$ cat src/pkg/charger_regs.vh
// Purpose: Register offsets, field positions, reset values and timing counts
// Assumes: 40 MHz clock, APB with 32-bit data
// Notes:   Definitions only
`ifndef CHARGER_REGS_VH
`define CHARGER_REGS_VH

`define CTRL_OFS          12'h000
`define SETTING_OFS       12'h004
`define STATUS_OFS        12'h008
`define EVENT_OFS         12'h00C
`define LEVEL_OFS         12'h010
`define WDOG_OFS          12'h014

// Control field positions
`define CTRL_CHG_EN       0
`define CTRL_PQ_EN        1
`define CTRL_WD_EN        2
`define CTRL_RESET        32'h0000_0003

// Setting register: fast-charge current [7:0], input current limit [14:8]
`define SETTING_RESET     32'h0000_7F20

// Detail codes
`define DTL_PRECHG        4'h0
`define DTL_FASTCC        4'h1
`define DTL_FASTCV        4'h2
`define DTL_TFAULT        4'h6
`define DTL_WDSUSP        4'hB
`define DTL_IDLE          4'h8

// Currents in setting units (arbitrary scale)
`define PRECHARGE_CURRENT 8'h04
`define TRICKLE_CURRENT   8'h0A
`define FOLDBACK_STEP     8'h08

// Qualification delay, 128 us at 25 ns per cycle
`define QUAL_DELAY_CYC    16'h1400
// Safety timer prescaler tick
`define TIMER_PRESCALE    16'h9C40
`endif

$ cat src/logic/battery_charge_state_machine.v
// Purpose: Charger sequencer with APB registers
// Assumes: Comparator inputs are asynchronous pins; 40 MHz clock
// Notes:   Analog loops, top-off, done and thermal shutdown are outside
//
// What this block does
// - Charger off or bad input forces idle from every state.
// - Idle after qualify delay: code 0x08, good flag set, irq if it was clear.
// - Idle commands zero current and holds watchdog and safety timers at zero.
// - Leave idle only with valid input and charging enabled together.
// - Battery below precharge threshold: precharge current; qualified code 0x00 and flag.
// - Battery above precharge threshold moves precharge to trickle.
// - Precharge or trickle beyond prequal timeout goes to timer fault.
// - Enabled watchdog expiry in precharge, trickle or fast CC goes to suspend.
// - Trickle with prequal enabled limits current to trickle level; code 0x00.
// - Prequal disabled skips trickle into fast charge at fast-charge current.
// - Trickle exits to fast CC above minsys less 500mV or prequal cleared.
// - Fast CC between thresholds; qualified code 0x01, flag, irq if clear.
// - Fast CC caps current, reduced for limit, low input, foldback, load.
// - Battery above regulation voltage moves fast CC to constant voltage.
// - Fast CC beyond fast-charge timeout goes to timer fault.
// - Die above foldback temperature in fast charge reduces fast-charge current.
// - Input current at 50mA cutoff with voltage still low switches input off.
// - Input regulation active raises input-limit event and clears inactive bit.
// - Limited input power serves system load first, battery gets the rest.
// - Constant voltage after qualify delay: code 0x02, flag, irq if clear.
// - Timer fault entry: immediate irq, flag cleared, code 0x06.
`timescale 1ns/1ps
`include "charger_regs.vh"

module battery_charge_state_machine (
  // Clock and reset
  input  wire        clock,
  input  wire        rstn,
  // APB slave
  input  wire        psel,
  input  wire        penable,
  input  wire        pwrite,
  input  wire [11:0] paddr,
  input  wire [31:0] pwdata,
  output reg  [31:0] prdata,
  output reg         pready,
  output reg         pslverr,
  // Analog comparator pins
  input  wire        input_supply_valid,
  input  wire        batt_above_precharge,
  input  wire        batt_above_sysmin,
  input  wire        batt_above_regulation,
  input  wire        die_above_foldback,
  input  wire        input_reg_active,
  input  wire        input_at_cutoff,
  input  wire        input_current_limited,
  input  wire        system_load_demand,
  input  wire [7:0]  system_load_current,
  // Outputs to power stage and host
  output reg  [7:0]  charge_current_cmd,
  output reg         input_switch_on,
  output reg         charge_event_irq,
  output reg         input_limit_event,
  output reg  [3:0]  charge_detail_code,
  output reg         charge_good_flag
);

  ////////////////////////////////////////////////////////////////////////////
  // Suspend has a bit of its own, so no state can be mistaken for all zeros
  localparam [6:0] ST_IDLE   = 7'b0000001;
  localparam [6:0] ST_PRECHG = 7'b0000010;
  localparam [6:0] ST_TRICK  = 7'b0000100;
  localparam [6:0] ST_FASTCC = 7'b0001000;
  localparam [6:0] ST_FASTCV = 7'b0010000;
  localparam [6:0] ST_FAULT  = 7'b0100000;
  localparam [6:0] ST_WDSUSP = 7'b1000000;

  localparam [15:0] QUAL_CYC = `QUAL_DELAY_CYC;

  ////////////////////////////////////////////////////////////////////////////
  // Two-flop synchronisers for all comparator pins
  // Each pin is a slow analog level, so two flops settle it before use
  reg [8:0] pin_meta_reg;
  reg [8:0] pin_sync_reg;
  always @(posedge clock or negedge rstn) begin
    if (!rstn) begin
      pin_meta_reg <= 9'h000;
      pin_sync_reg <= 9'h000;
    end else begin
      pin_meta_reg <= {input_current_limited, system_load_demand, input_at_cutoff,
                       input_reg_active, die_above_foldback, batt_above_regulation,
                       batt_above_sysmin, batt_above_precharge, input_supply_valid};
      pin_sync_reg <= pin_meta_reg;
    end
  end
  wire in_valid   = pin_sync_reg[0];
  wire above_pre  = pin_sync_reg[1];
  wire above_sys  = pin_sync_reg[2];
  wire above_reg  = pin_sync_reg[3];
  wire hot        = pin_sync_reg[4];
  wire reg_active = pin_sync_reg[5];
  wire at_cutoff  = pin_sync_reg[6];
  wire load_dem   = pin_sync_reg[7];
  wire in_limited = pin_sync_reg[8];

  reg [7:0] load_meta_reg;
  reg [7:0] load_sync_reg;
  always @(posedge clock or negedge rstn) begin
    if (!rstn) begin
      load_meta_reg <= 8'h00;
      load_sync_reg <= 8'h00;
    end else begin
      load_meta_reg <= system_load_current;
      load_sync_reg <= load_meta_reg;
    end
  end

  ////////////////////////////////////////////////////////////////////////////
  // Registers
  reg [31:0] ctrl_reg;
  reg [31:0] setting_reg;
  reg [15:0] prequal_limit_reg;
  reg [15:0] fast_limit_reg;
  reg [15:0] wdog_limit_reg;
  reg        wdog_kick;
  reg        input_limit_inactive;

  wire chg_en    = ctrl_reg[`CTRL_CHG_EN];
  wire prequal_enable = ctrl_reg[`CTRL_PQ_EN];
  wire wd_en     = ctrl_reg[`CTRL_WD_EN];
  wire [7:0] fast_charge_current = setting_reg[7:0];

  wire apb_access = psel && penable;
  wire apb_wr     = apb_access && pwrite;

  reg [6:0]  state_reg;
  reg [6:0]  state_next;
  reg [15:0] qual_cnt_reg;
  reg [15:0] pre_cnt_reg;
  reg [15:0] safety_cnt_reg;
  reg [15:0] wdog_cnt_reg;
  reg        event_sticky_reg;
  reg        limit_sticky_reg;

  always @(posedge clock or negedge rstn) begin
    if (!rstn) begin
      ctrl_reg          <= `CTRL_RESET;
      setting_reg       <= `SETTING_RESET;
      prequal_limit_reg <= 16'h0100;
      fast_limit_reg    <= 16'h1000;
      wdog_limit_reg    <= 16'h0100;
      wdog_kick         <= 1'b0;
    end else begin
      wdog_kick <= 1'b0;
      if (apb_wr) begin
        case (paddr)
          `CTRL_OFS:    ctrl_reg <= {29'h0, pwdata[2:0]};
          `SETTING_OFS: setting_reg <= {17'h0, pwdata[14:0]};
          `LEVEL_OFS: begin
            prequal_limit_reg <= pwdata[15:0];
            fast_limit_reg    <= pwdata[31:16];
          end
          `WDOG_OFS: begin
            wdog_limit_reg <= pwdata[15:0];
            wdog_kick      <= pwdata[16];
          end
          default: ;
        endcase
      end
    end
  end

  // Reading the event register clears the sticky copies; a new event wins.
  // The clear comes in the setup cycle, where the read data is latched, so an
  // event that lands between setup and access is not lost.
  wire ev_read = psel && !penable && !pwrite && (paddr == `EVENT_OFS);

  always @(posedge clock or negedge rstn) begin
    if (!rstn) begin
      pready  <= 1'b0;
      pslverr <= 1'b0;
      prdata  <= 32'h0000_0000;
    end else begin
      pready  <= psel && !penable;
      pslverr <= 1'b0;
      if (psel && !penable) begin
        case (paddr)
          `CTRL_OFS:    prdata <= ctrl_reg;
          `SETTING_OFS: prdata <= setting_reg;
          `STATUS_OFS:  prdata <= {19'h0, state_reg, input_limit_inactive,
                                   charge_good_flag, charge_detail_code};
          `EVENT_OFS:   prdata <= {30'h0, limit_sticky_reg, event_sticky_reg};
          `LEVEL_OFS:   prdata <= {fast_limit_reg, prequal_limit_reg};
          `WDOG_OFS:    prdata <= {16'h0, wdog_limit_reg};
          default: begin
            prdata  <= 32'h0000_0000;
            pslverr <= 1'b1;
          end
        endcase
      end
    end
  end

  ////////////////////////////////////////////////////////////////////////////
  // State sequencing
  // One free-running prescaler serves every safety timer, so a timeout may end
  // up to one tick early; a divider per timer was not worth the flops.
  wire prescale_tick;
  reg [15:0] prescale_reg;
  assign prescale_tick = (prescale_reg == `TIMER_PRESCALE - 16'h0001);
  wire wd_expired = wd_en && (wdog_cnt_reg >= wdog_limit_reg);
  wire state_change = (state_next != state_reg);

  always @* begin
    state_next = state_reg;
    case (state_reg)
      ST_IDLE: begin
        if (in_valid && chg_en) begin
          if (!above_pre)
            state_next = ST_PRECHG;
          else if (above_sys || !prequal_enable)
            state_next = above_reg ? ST_FASTCV : ST_FASTCC;
          else
            state_next = ST_TRICK;
        end
      end
      ST_PRECHG: begin
        if (wd_expired)
          state_next = ST_WDSUSP;
        else if (pre_cnt_reg >= prequal_limit_reg)
          state_next = ST_FAULT;
        else if (above_pre)
          state_next = prequal_enable ? ST_TRICK : ST_FASTCC;
      end
      ST_TRICK: begin
        if (wd_expired)
          state_next = ST_WDSUSP;
        else if (pre_cnt_reg >= prequal_limit_reg)
          state_next = ST_FAULT;
        else if (above_sys || !prequal_enable)
          state_next = ST_FASTCC;
      end
      ST_FASTCC: begin
        if (wd_expired)
          state_next = ST_WDSUSP;
        else if (safety_cnt_reg >= fast_limit_reg)
          state_next = ST_FAULT;
        else if (above_reg)
          state_next = ST_FASTCV;
      end
      ST_FASTCV: begin
        if (safety_cnt_reg >= fast_limit_reg)
          state_next = ST_FAULT;
      end
      ST_FAULT: ;
      ST_WDSUSP: begin
        if (wdog_kick)
          state_next = ST_IDLE;
      end
      default: state_next = ST_IDLE;
    endcase
    if (!in_valid || !chg_en)
      state_next = ST_IDLE;
  end

  // The counter parks at its end, so reporting stays armed while the state holds
  wire qual_done = (qual_cnt_reg == QUAL_CYC - 16'h0001);
  reg  [3:0] code_now;
  always @* begin
    case (state_reg)
      ST_PRECHG: code_now = `DTL_PRECHG;
      ST_TRICK:  code_now = `DTL_PRECHG;
      ST_FASTCC: code_now = `DTL_FASTCC;
      ST_FASTCV: code_now = `DTL_FASTCV;
      default:   code_now = `DTL_IDLE;
    endcase
  end

  always @(posedge clock or negedge rstn) begin
    if (!rstn) begin
      state_reg          <= ST_IDLE;
      qual_cnt_reg       <= 16'h0000;
      prescale_reg       <= 16'h0000;
      pre_cnt_reg        <= 16'h0000;
      safety_cnt_reg     <= 16'h0000;
      wdog_cnt_reg       <= 16'h0000;
      charge_detail_code <= `DTL_IDLE;
      charge_good_flag   <= 1'b0;
      charge_event_irq   <= 1'b0;
    end else begin
      state_reg        <= state_next;
      charge_event_irq <= 1'b0;
      prescale_reg     <= prescale_tick ? 16'h0000 : prescale_reg + 16'h0001;
      if (state_change)
        qual_cnt_reg <= 16'h0000;
      else if (!qual_done)
        qual_cnt_reg <= qual_cnt_reg + 16'h0001;
      if (state_reg == ST_IDLE) begin
        pre_cnt_reg    <= 16'h0000;
        safety_cnt_reg <= 16'h0000;
        wdog_cnt_reg   <= 16'h0000;
      end else begin
        if (state_next == ST_FASTCC && state_reg != ST_FASTCC && state_reg != ST_FASTCV)
          safety_cnt_reg <= 16'h0000;
        else if (prescale_tick && (state_reg == ST_FASTCC || state_reg == ST_FASTCV))
          safety_cnt_reg <= safety_cnt_reg + 16'h0001;
        if (prescale_tick && (state_reg == ST_PRECHG || state_reg == ST_TRICK))
          pre_cnt_reg <= pre_cnt_reg + 16'h0001;
        if (wdog_kick || !wd_en)
          wdog_cnt_reg <= 16'h0000;
        else if (prescale_tick && !wd_expired)
          wdog_cnt_reg <= wdog_cnt_reg + 16'h0001;
      end
      if (state_change && state_next == ST_FAULT) begin
        charge_event_irq   <= 1'b1;
        charge_good_flag   <= 1'b0;
        charge_detail_code <= `DTL_TFAULT;
      end else if (state_change && state_next == ST_WDSUSP) begin
        charge_event_irq   <= charge_good_flag;
        charge_good_flag   <= 1'b0;
        charge_detail_code <= `DTL_WDSUSP;
      end else if (qual_done && !state_change && state_reg != ST_FAULT
                   && state_reg != ST_WDSUSP && code_now != charge_detail_code) begin
        charge_detail_code <= code_now;
        charge_good_flag   <= 1'b1;
        charge_event_irq   <= !charge_good_flag;
      end else if (qual_done && !charge_good_flag && state_reg != ST_FAULT
                   && state_reg != ST_WDSUSP) begin
        charge_good_flag   <= 1'b1;
        charge_event_irq   <= 1'b1;
      end
    end
  end

  ////////////////////////////////////////////////////////////////////////////
  // Current command and input regulation
  reg [7:0] base_cur;
  reg [7:0] avail_cur;
  always @* begin
    case (state_reg)
      ST_PRECHG: base_cur = `PRECHARGE_CURRENT;
      ST_TRICK:  base_cur = `TRICKLE_CURRENT;
      ST_FASTCC: base_cur = fast_charge_current;
      ST_FASTCV: base_cur = fast_charge_current;
      default:   base_cur = 8'h00;
    endcase
    if (hot && (state_reg == ST_FASTCC || state_reg == ST_FASTCV))
      base_cur = (base_cur > `FOLDBACK_STEP) ? base_cur - `FOLDBACK_STEP : 8'h00;
    if (in_limited || reg_active)
      base_cur = {1'b0, base_cur[7:1]};
    // Load is served first from the input; the battery gets what is left
    avail_cur = {1'b0, setting_reg[14:8]};
    if (load_dem)
      avail_cur = (avail_cur > load_sync_reg) ? avail_cur - load_sync_reg : 8'h00;
  end

  always @(posedge clock or negedge rstn) begin
    if (!rstn) begin
      charge_current_cmd   <= 8'h00;
      input_switch_on      <= 1'b0;
      input_limit_event    <= 1'b0;
      input_limit_inactive <= 1'b1;
      event_sticky_reg     <= 1'b0;
      limit_sticky_reg     <= 1'b0;
    end else begin
      charge_current_cmd <= (base_cur < avail_cur) ? base_cur : avail_cur;
      input_switch_on    <= in_valid && !(reg_active && at_cutoff);
      input_limit_event  <= reg_active && input_limit_inactive;
      input_limit_inactive <= !reg_active;
      event_sticky_reg   <= charge_event_irq | (event_sticky_reg & !ev_read);
      limit_sticky_reg   <= input_limit_event | (limit_sticky_reg & !ev_read);
    end
  end

endmodule

$ cat config.mk
export PLATFORM = sky130hd
export DESIGN_NAME = battery_charge_state_machine
export DESIGN_NICKNAME = d
export VERILOG_FILES = /design/src/logic/battery_charge_state_machine.v
export VERILOG_INCLUDE_DIRS = /design/src /design/src/pkg
export SDC_FILE = /design/constraint.sdc
export NUM_CORES = 1
export LEC_CHECK = 0
export ABC_CLOCK_PERIOD_IN_PS = 3700
export BUFFER_PORTS_ARGS = -buffer_cell sky130_fd_sc_hd__buf_4
export CAP_MARGIN = 25
export CORE_MARGIN = 5
export CORE_UTILIZATION = 35
export DETAILED_ROUTE_END_ITERATION = 8
export PLACE_DENSITY_LB_ADDON = 0.3
export SKIP_CTS_REPAIR_TIMING = 1
export SLEW_MARGIN = 10
export SYNTH_ARGS = -nofsm -noshare
export SYNTH_HDL_FRONTEND = slang
export SYNTH_SLANG_ARGS = --single-unit
$ cat constraint.sdc
create_clock -name clock -period 3.7 [get_ports clock]
set_clock_uncertainty 0.05 [all_clocks]
set_input_delay 0.37 -clock clock [delete_from_list [all_inputs] [get_ports clock]]
set_output_delay 0.37 -clock clock [all_outputs]
set_load 0.02 [all_outputs]
; ---- After elaboration in Yosys (flattened, before gate mapping)
; Index checks and enable logic that the tools add are counted.
[word_totals]
regBits = 241
in_bits = 66
output_inout_bits = 50
word_cells = 178
[op_classes]
n_addsub = 7
order_cmp = 6
eq_ne = 24
n_mux = 53
bitwise = 4
n_reduce_logical = 56
[ops]
columns = op, count
row1 = one-hot mux 32 bit (6 select lines), 1
row2 = 2-to-1 mux 16 bit, 11
row3 = 2-to-1 mux 7 bit, 13
row4 = "adder 16 x 1 -> 16 bit, second input constant", 5
row5 = one-hot mux 7 bit (7 select lines), 1
row6 = greater-or-equal comparator 16 bit, 3
row7 = 2-to-1 mux 8 bit, 6
row8 = logical AND 1 bit, 25
row9 = "equality test 12 x 4 -> 1 bit, second input constant", 2
row10 = "equality test 12 x 5 -> 1 bit, second input constant", 2
row11 = one-hot mux 8 bit (3 select lines), 1
row12 = "equality test 16 x 13 -> 1 bit, second input constant", 1
row13 = "equality test 16 bit, second input constant", 1
row14 = 2-to-1 mux 4 bit, 4
row15 = 2-to-1 mux 5 bit, 3
row16 = "equality test 7 x 4 -> 1 bit, second input constant", 2
row17 = "equality test 7 x 6 -> 1 bit, second input constant", 2
row18 = "equality test 7 bit, second input constant", 2
row19 = "equality test 12 x 3 -> 1 bit, second input constant", 1
row20 = zero test 1 bit, 12
row21 = zero test 12 bit, 1
row22 = 2-to-1 mux 1 bit, 12
row23 = one-hot mux 4 bit (3 select lines), 1
row24 = nonzero test 3 bit, 3
row25 = other kinds (24), 35

; ---- Depth between registers and ports, before layout
[depth]
ltp_word = 16
depth_mapped = 19
ltp_nobuf = 19

; ---- Worst setup path after synthesis
; OpenSTA, ideal clock, no wires.
[synth_path]
path_type = register -> register
start = register state_reg[5]
end = register charge_current_cmd[0]
setup_time_ns = 0.125
t_arrival_ns = 3.700
required_ns = 3.525
path_slack_ns = -0.174
path_stages_with_launch = 15
path_buffers = 1
synth_period_minus_slack_ns = 3.874
cell_sequence = dfrtp_1 -> clkbuf_1 -> or3_1 -> nor4_2 -> a21oi_1 -> ha_1 -> nand2_1 -> nor3_1 -> xnor2_1 -> or3_1 -> inv_1 -> ha_1 -> nand4_1 -> o31ai_2 -> mux2_2
[synth_between]
elab_chain_cells = 9
word_cells_on_any_way = 15
cone_classes = 1 x add/sub / 2 x order compare / 4 x eq/ne / 5 x mux / 3 x reduce/logical
[synth_rtl]
columns = element, line
row1 = "start, declared", battery_charge_state_machine.v:131  ; reg [6:0] state_reg;
row2 = "start signal, assigned", battery_charge_state_machine.v:286  ; state_reg <= state_next;
row3 = equality test 7 x 4 -> 1 bit / equality test 7 x 5 -> 1 bit (equally long branches), "battery_charge_state_machine.v:335, battery_charge_state_machine.v:342"
row4 = OR reduction 2 bit (no source line), --
row5 = one-hot mux 8 bit (3 select lines), battery_charge_state_machine.v:335  ; case (state_reg)
row6 = subtractor 8 x 4 -> 8 bit (no source line) / greater-than comparator 8 x 4 -> 1 bit (equally long branches), --
row7 = 2-to-1 mux 8 bit, battery_charge_state_machine.v:343  ; base_cur = (base_cur > `FOLDBACK_STEP) ? base_cur - `FOLDBACK_STEP : 8'h00;
row8 = 2-to-1 mux 8 bit *, battery_charge_state_machine.v:342  ; if (hot && (state_reg == ST_FASTCC || state_reg == ST_FASTCV))
row9 = 2-to-1 mux 8 bit *, battery_charge_state_machine.v:344  ; if (in_limited || reg_active)
row10 = < comparator 8 bit, battery_charge_state_machine.v:361  ; charge_current_cmd <= (base_cur < avail_cur) ? base_cur : avail_cur;
row11 = 2-to-1 mux 8 bit *, battery_charge_state_machine.v:361
row12 = "end signal, assigned", battery_charge_state_machine.v:361
row13 = "end, declared", battery_charge_state_machine.v:55  ; output reg [7:0] charge_current_cmd,
; Every way passes the cells marked *; elsewhere a longest branch is shown, timed or not.
; A chain may end at the register's enable or synchronous reset.

; ---- Final worst setup path
[layout_path]
start = register state_reg[6]
end = register charge_current_cmd[3]
; The elaborated chain is that of the path after synthesis.

==> reports/qor.csv <==
metric;value;unit
result of the run;finished with violations;
violated checks;hold timing;
Final Hold Viols;1;
Clock Latency Late Sink;0.55;ns
biggest area consumer among synthesized cells;sky130_fd_sc_hd__dfrtp_1;
Final Max Tran Viols;0;
via density per instance;5.19;
Achievable Freq;271;MHz
flop and latch count out of synthesis;241;
pin count of the biggest net entering global routing;102;
number of antenna violations at the first check in global routing;0;
count of final setup violators;0;
starting utilization of the core area;35.4;%
final worst setup slack;0.00995;ns
area of the core region;35500;sq um
Worst Setup End Kind;register;
max FFs per register;32;
total number of nets in the final design;1588;
Iteration-0 DRC Markers;734;
minimum clock period after layout;3.69;ns
I/O pin count;116;
Yosys top cell area share;44.8;%
TritonCTS clock tree;yes;
total number of vias;10000;
most frequent cells in the layout;sky130_fd_sc_hd__dfrtp_1 (225), sky130_fd_sc_hd__buf_4 (180), sky130_fd_sc_hd__nand2_1 (115);
top routing layer in use;met4;
mean instance size in the synthesized netlist;9.96;sq um
count of port buffers added during placement;115;
maximum number of buffers from clock root to sink;3;
max-slew headroom at the worst pin;41.6;%
Leakage Power;7.39;nW
number of synthesis warnings;0;
peak per-stage delay on the critical path;0.40;ns
portion of the post-synthesis area used by sequential elements;48.1;%
transition at the pin with the smallest max-transition slack;0.873;ns
die area;39800;sq um
number of max-cap violations;0;
utilization after layout;44.8;%
Die H;200;um
most common library cell in the layout ignoring fill and taps;sky130_fd_sc_hd__dfrtp_1;
Non-Filler Instances;1936;
dpl ws;-0.210;ns
total congestion overflow after global routing;0;
area growth from synthesis to layout;26.6;%
Inserted Diodes;0;
count of mapped cells out of synthesis;1262;
prevailing post-synth register cell;sky130_fd_sc_hd__dfrtp_1;
required time at the worst-slack endpoint;4.08;ns
final worst-path cycle share;99.7;%
detailed-router iteration count before antenna repair;7;
met3 routed wirelength;1520;um
Fin Hold WS;-0.0123;ns
peak fanout along the critical path;8;
CTS clk-pin slew, worst paths;0.06;ns
Inserted Clock Buffers;29;
area of the mapped netlist;12600;sq um
routed wirelength normalized by instance count;18.0;um
EDFF count, synth;0;
share of async-settable or async-resettable flops after synthesis;100;%
cell types with the largest area share after synthesis;sky130_fd_sc_hd__dfrtp_1 (45%), sky130_fd_sc_hd__ha_1 (6.8%), sky130_fd_sc_hd__mux2_2 (4.0%);
via count of the first global-routing pass;9809;
Synth Net Count;1397;
post-route antenna net violation count;0;
Most flops, register;prdata;
Residual DRC;0;
CTS HTree Levels;1;
number of placed instances with taps included;1845;
class of the worst hold path;in -> reg;
total power;6.04;mW
crit path cell chain;or3_4, nor4_4, buf_4, nand2_1, a211oi_2, buf_4, a211o_1, inv_1, ha_1, a21o_1, a21o_1, nor3b_2, o31ai_4, buf_12, mux2_2;
standard cell with the maximum stage delay on the critical path;sky130_fd_sc_hd__dfrtp_1;
Metal-1 WL;16000;um
nature of the critical path startpoint;register;
CP Class;reg -> reg;
sum of negative setup slack;0;ns
routed length on met2;16100;um
width of the die;200;um
wire length of the first global-routing pass;54100;um
cell area after layout;15900;sq um
number of distinct library cell variants in the gate-level netlist after synthesis;72;
IR drop worst, VDD;315;uV
power density relative to cell area;379;nW/um^2
RSZ-0062 raised after global routing;yes;
buffer cell driving the clock tree root;sky130_fd_sc_hd__clkbuf_16;
Post-DP Area;14300;sq um
GRT Overall Usage;16.9;%
aggregate routed wire length;34900;um
detailed-placement wirelength estimate;25200;um
share of final-layout standard cells stronger than drive strength 1;23.3;%
clock sink count;241;
routability-driven placement congestion ratio;0.911;
crit path DAT;4.07;ns
standard-cell rows;69;
[Yosys cell counts (4+ instances only)]
cell                       count
sky130_fd_sc_hd__o21ai_0      75
sky130_fd_sc_hd__and2_1       10
sky130_fd_sc_hd__a31oi_1       8
sky130_fd_sc_hd__a21o_1       13
sky130_fd_sc_hd__xor2_1       44
sky130_fd_sc_hd__ha_1         68
sky130_fd_sc_hd__nor4_1        9
sky130_fd_sc_hd__nand3b_1      8
sky130_fd_sc_hd__dfrtp_1     225
sky130_fd_sc_hd__o211ai_1      4
sky130_fd_sc_hd__or3_1        21
sky130_fd_sc_hd__nand4_1      24
sky130_fd_sc_hd__mux2i_1      22
sky130_fd_sc_hd__clkbuf_1     49
sky130_fd_sc_hd__o22ai_1      15
sky130_fd_sc_hd__a211oi_1      4
sky130_fd_sc_hd__a22o_1       27
sky130_fd_sc_hd__mux2_2       45
sky130_fd_sc_hd__a21boi_0      5
sky130_fd_sc_hd__xnor2_1      26
sky130_fd_sc_hd__nor2b_1       9
sky130_fd_sc_hd__nand2b_1     15
sky130_fd_sc_hd__and4_1        4
sky130_fd_sc_hd__inv_1        82
sky130_fd_sc_hd__nor3_1       19
sky130_fd_sc_hd__o21a_1        8
sky130_fd_sc_hd__o31ai_1       4
sky130_fd_sc_hd__nor2_1      104
sky130_fd_sc_hd__or2_2         5
sky130_fd_sc_hd__buf_2         6
sky130_fd_sc_hd__a21oi_1      47
sky130_fd_sc_hd__a22oi_1      17
sky130_fd_sc_hd__dfstp_2      16
sky130_fd_sc_hd__and3_1       17
sky130_fd_sc_hd__nand3_1      33
sky130_fd_sc_hd__nand2_1     116
[worst paths after layout]
kind,end,start,depth (start not counted),slack (ns)
setup / recovery,charge_current_cmd[3],state_reg[6],15,0.01
hold / removal,fast_limit_reg[14],pwdata[30],3,-0.01
setup reg to reg,charge_current_cmd[3],state_reg[6],15,0.01
hold reg to reg,pin_sync_reg[0],pin_meta_reg[0],0,0.29
max in group asynchronous,safety_cnt_reg[1],rstn,3,2.32
min in group asynchronous,pin_sync_reg[6],rstn,2,0.38
[kinds of logic after synthesis]
group / Yosys count / share of synthesized area (%)
simple gates: 415 / 16.4
xor+xnor: 70 / 4.88
fa+ha+maj: 69 / 6.93
flops: 241 / 48.1
buf+inv: 140 / 4.24
mux: 67 / 5.78
compound gates: 260 / 13.7
[layer usage]
layer,up-vias,global-route usage [%]
li1,4840,-
met1,4897,24.2
met2,240,26.7
met3,69,2.51
met4,0,5.16
met5,-,0
[area by class of cell]
class	count	area (sq um)
sequential	241	6050
inverter	82	308
multi-input combinational	881	6200
tap	461	577
fill	3302	19600
clock buffer	40	827
clock inverter	13	179
timing repair buffer	218	1770
[report_power, final]
group / internal [mW] / leakage, nW / total, mW / switching, mW
Sequential: 2.70 / 3.05 / 2.75 / 0.0498
Combinational: 0.141 / 3.86 / 0.311 / 0.169
Clock: 1.84 / 0.483 / 2.98 / 1.14
[critical path, delay by kind of cell (launching register included)]
family          cells  cell delay [ns]
buf+inv             4             0.60
mux                 1             0.27
compound gates      5             0.94
fa+ha+maj           1             0.21
simple gates        4             1.09
flops               1             0.40
Power figures use the tool's default switching activity.
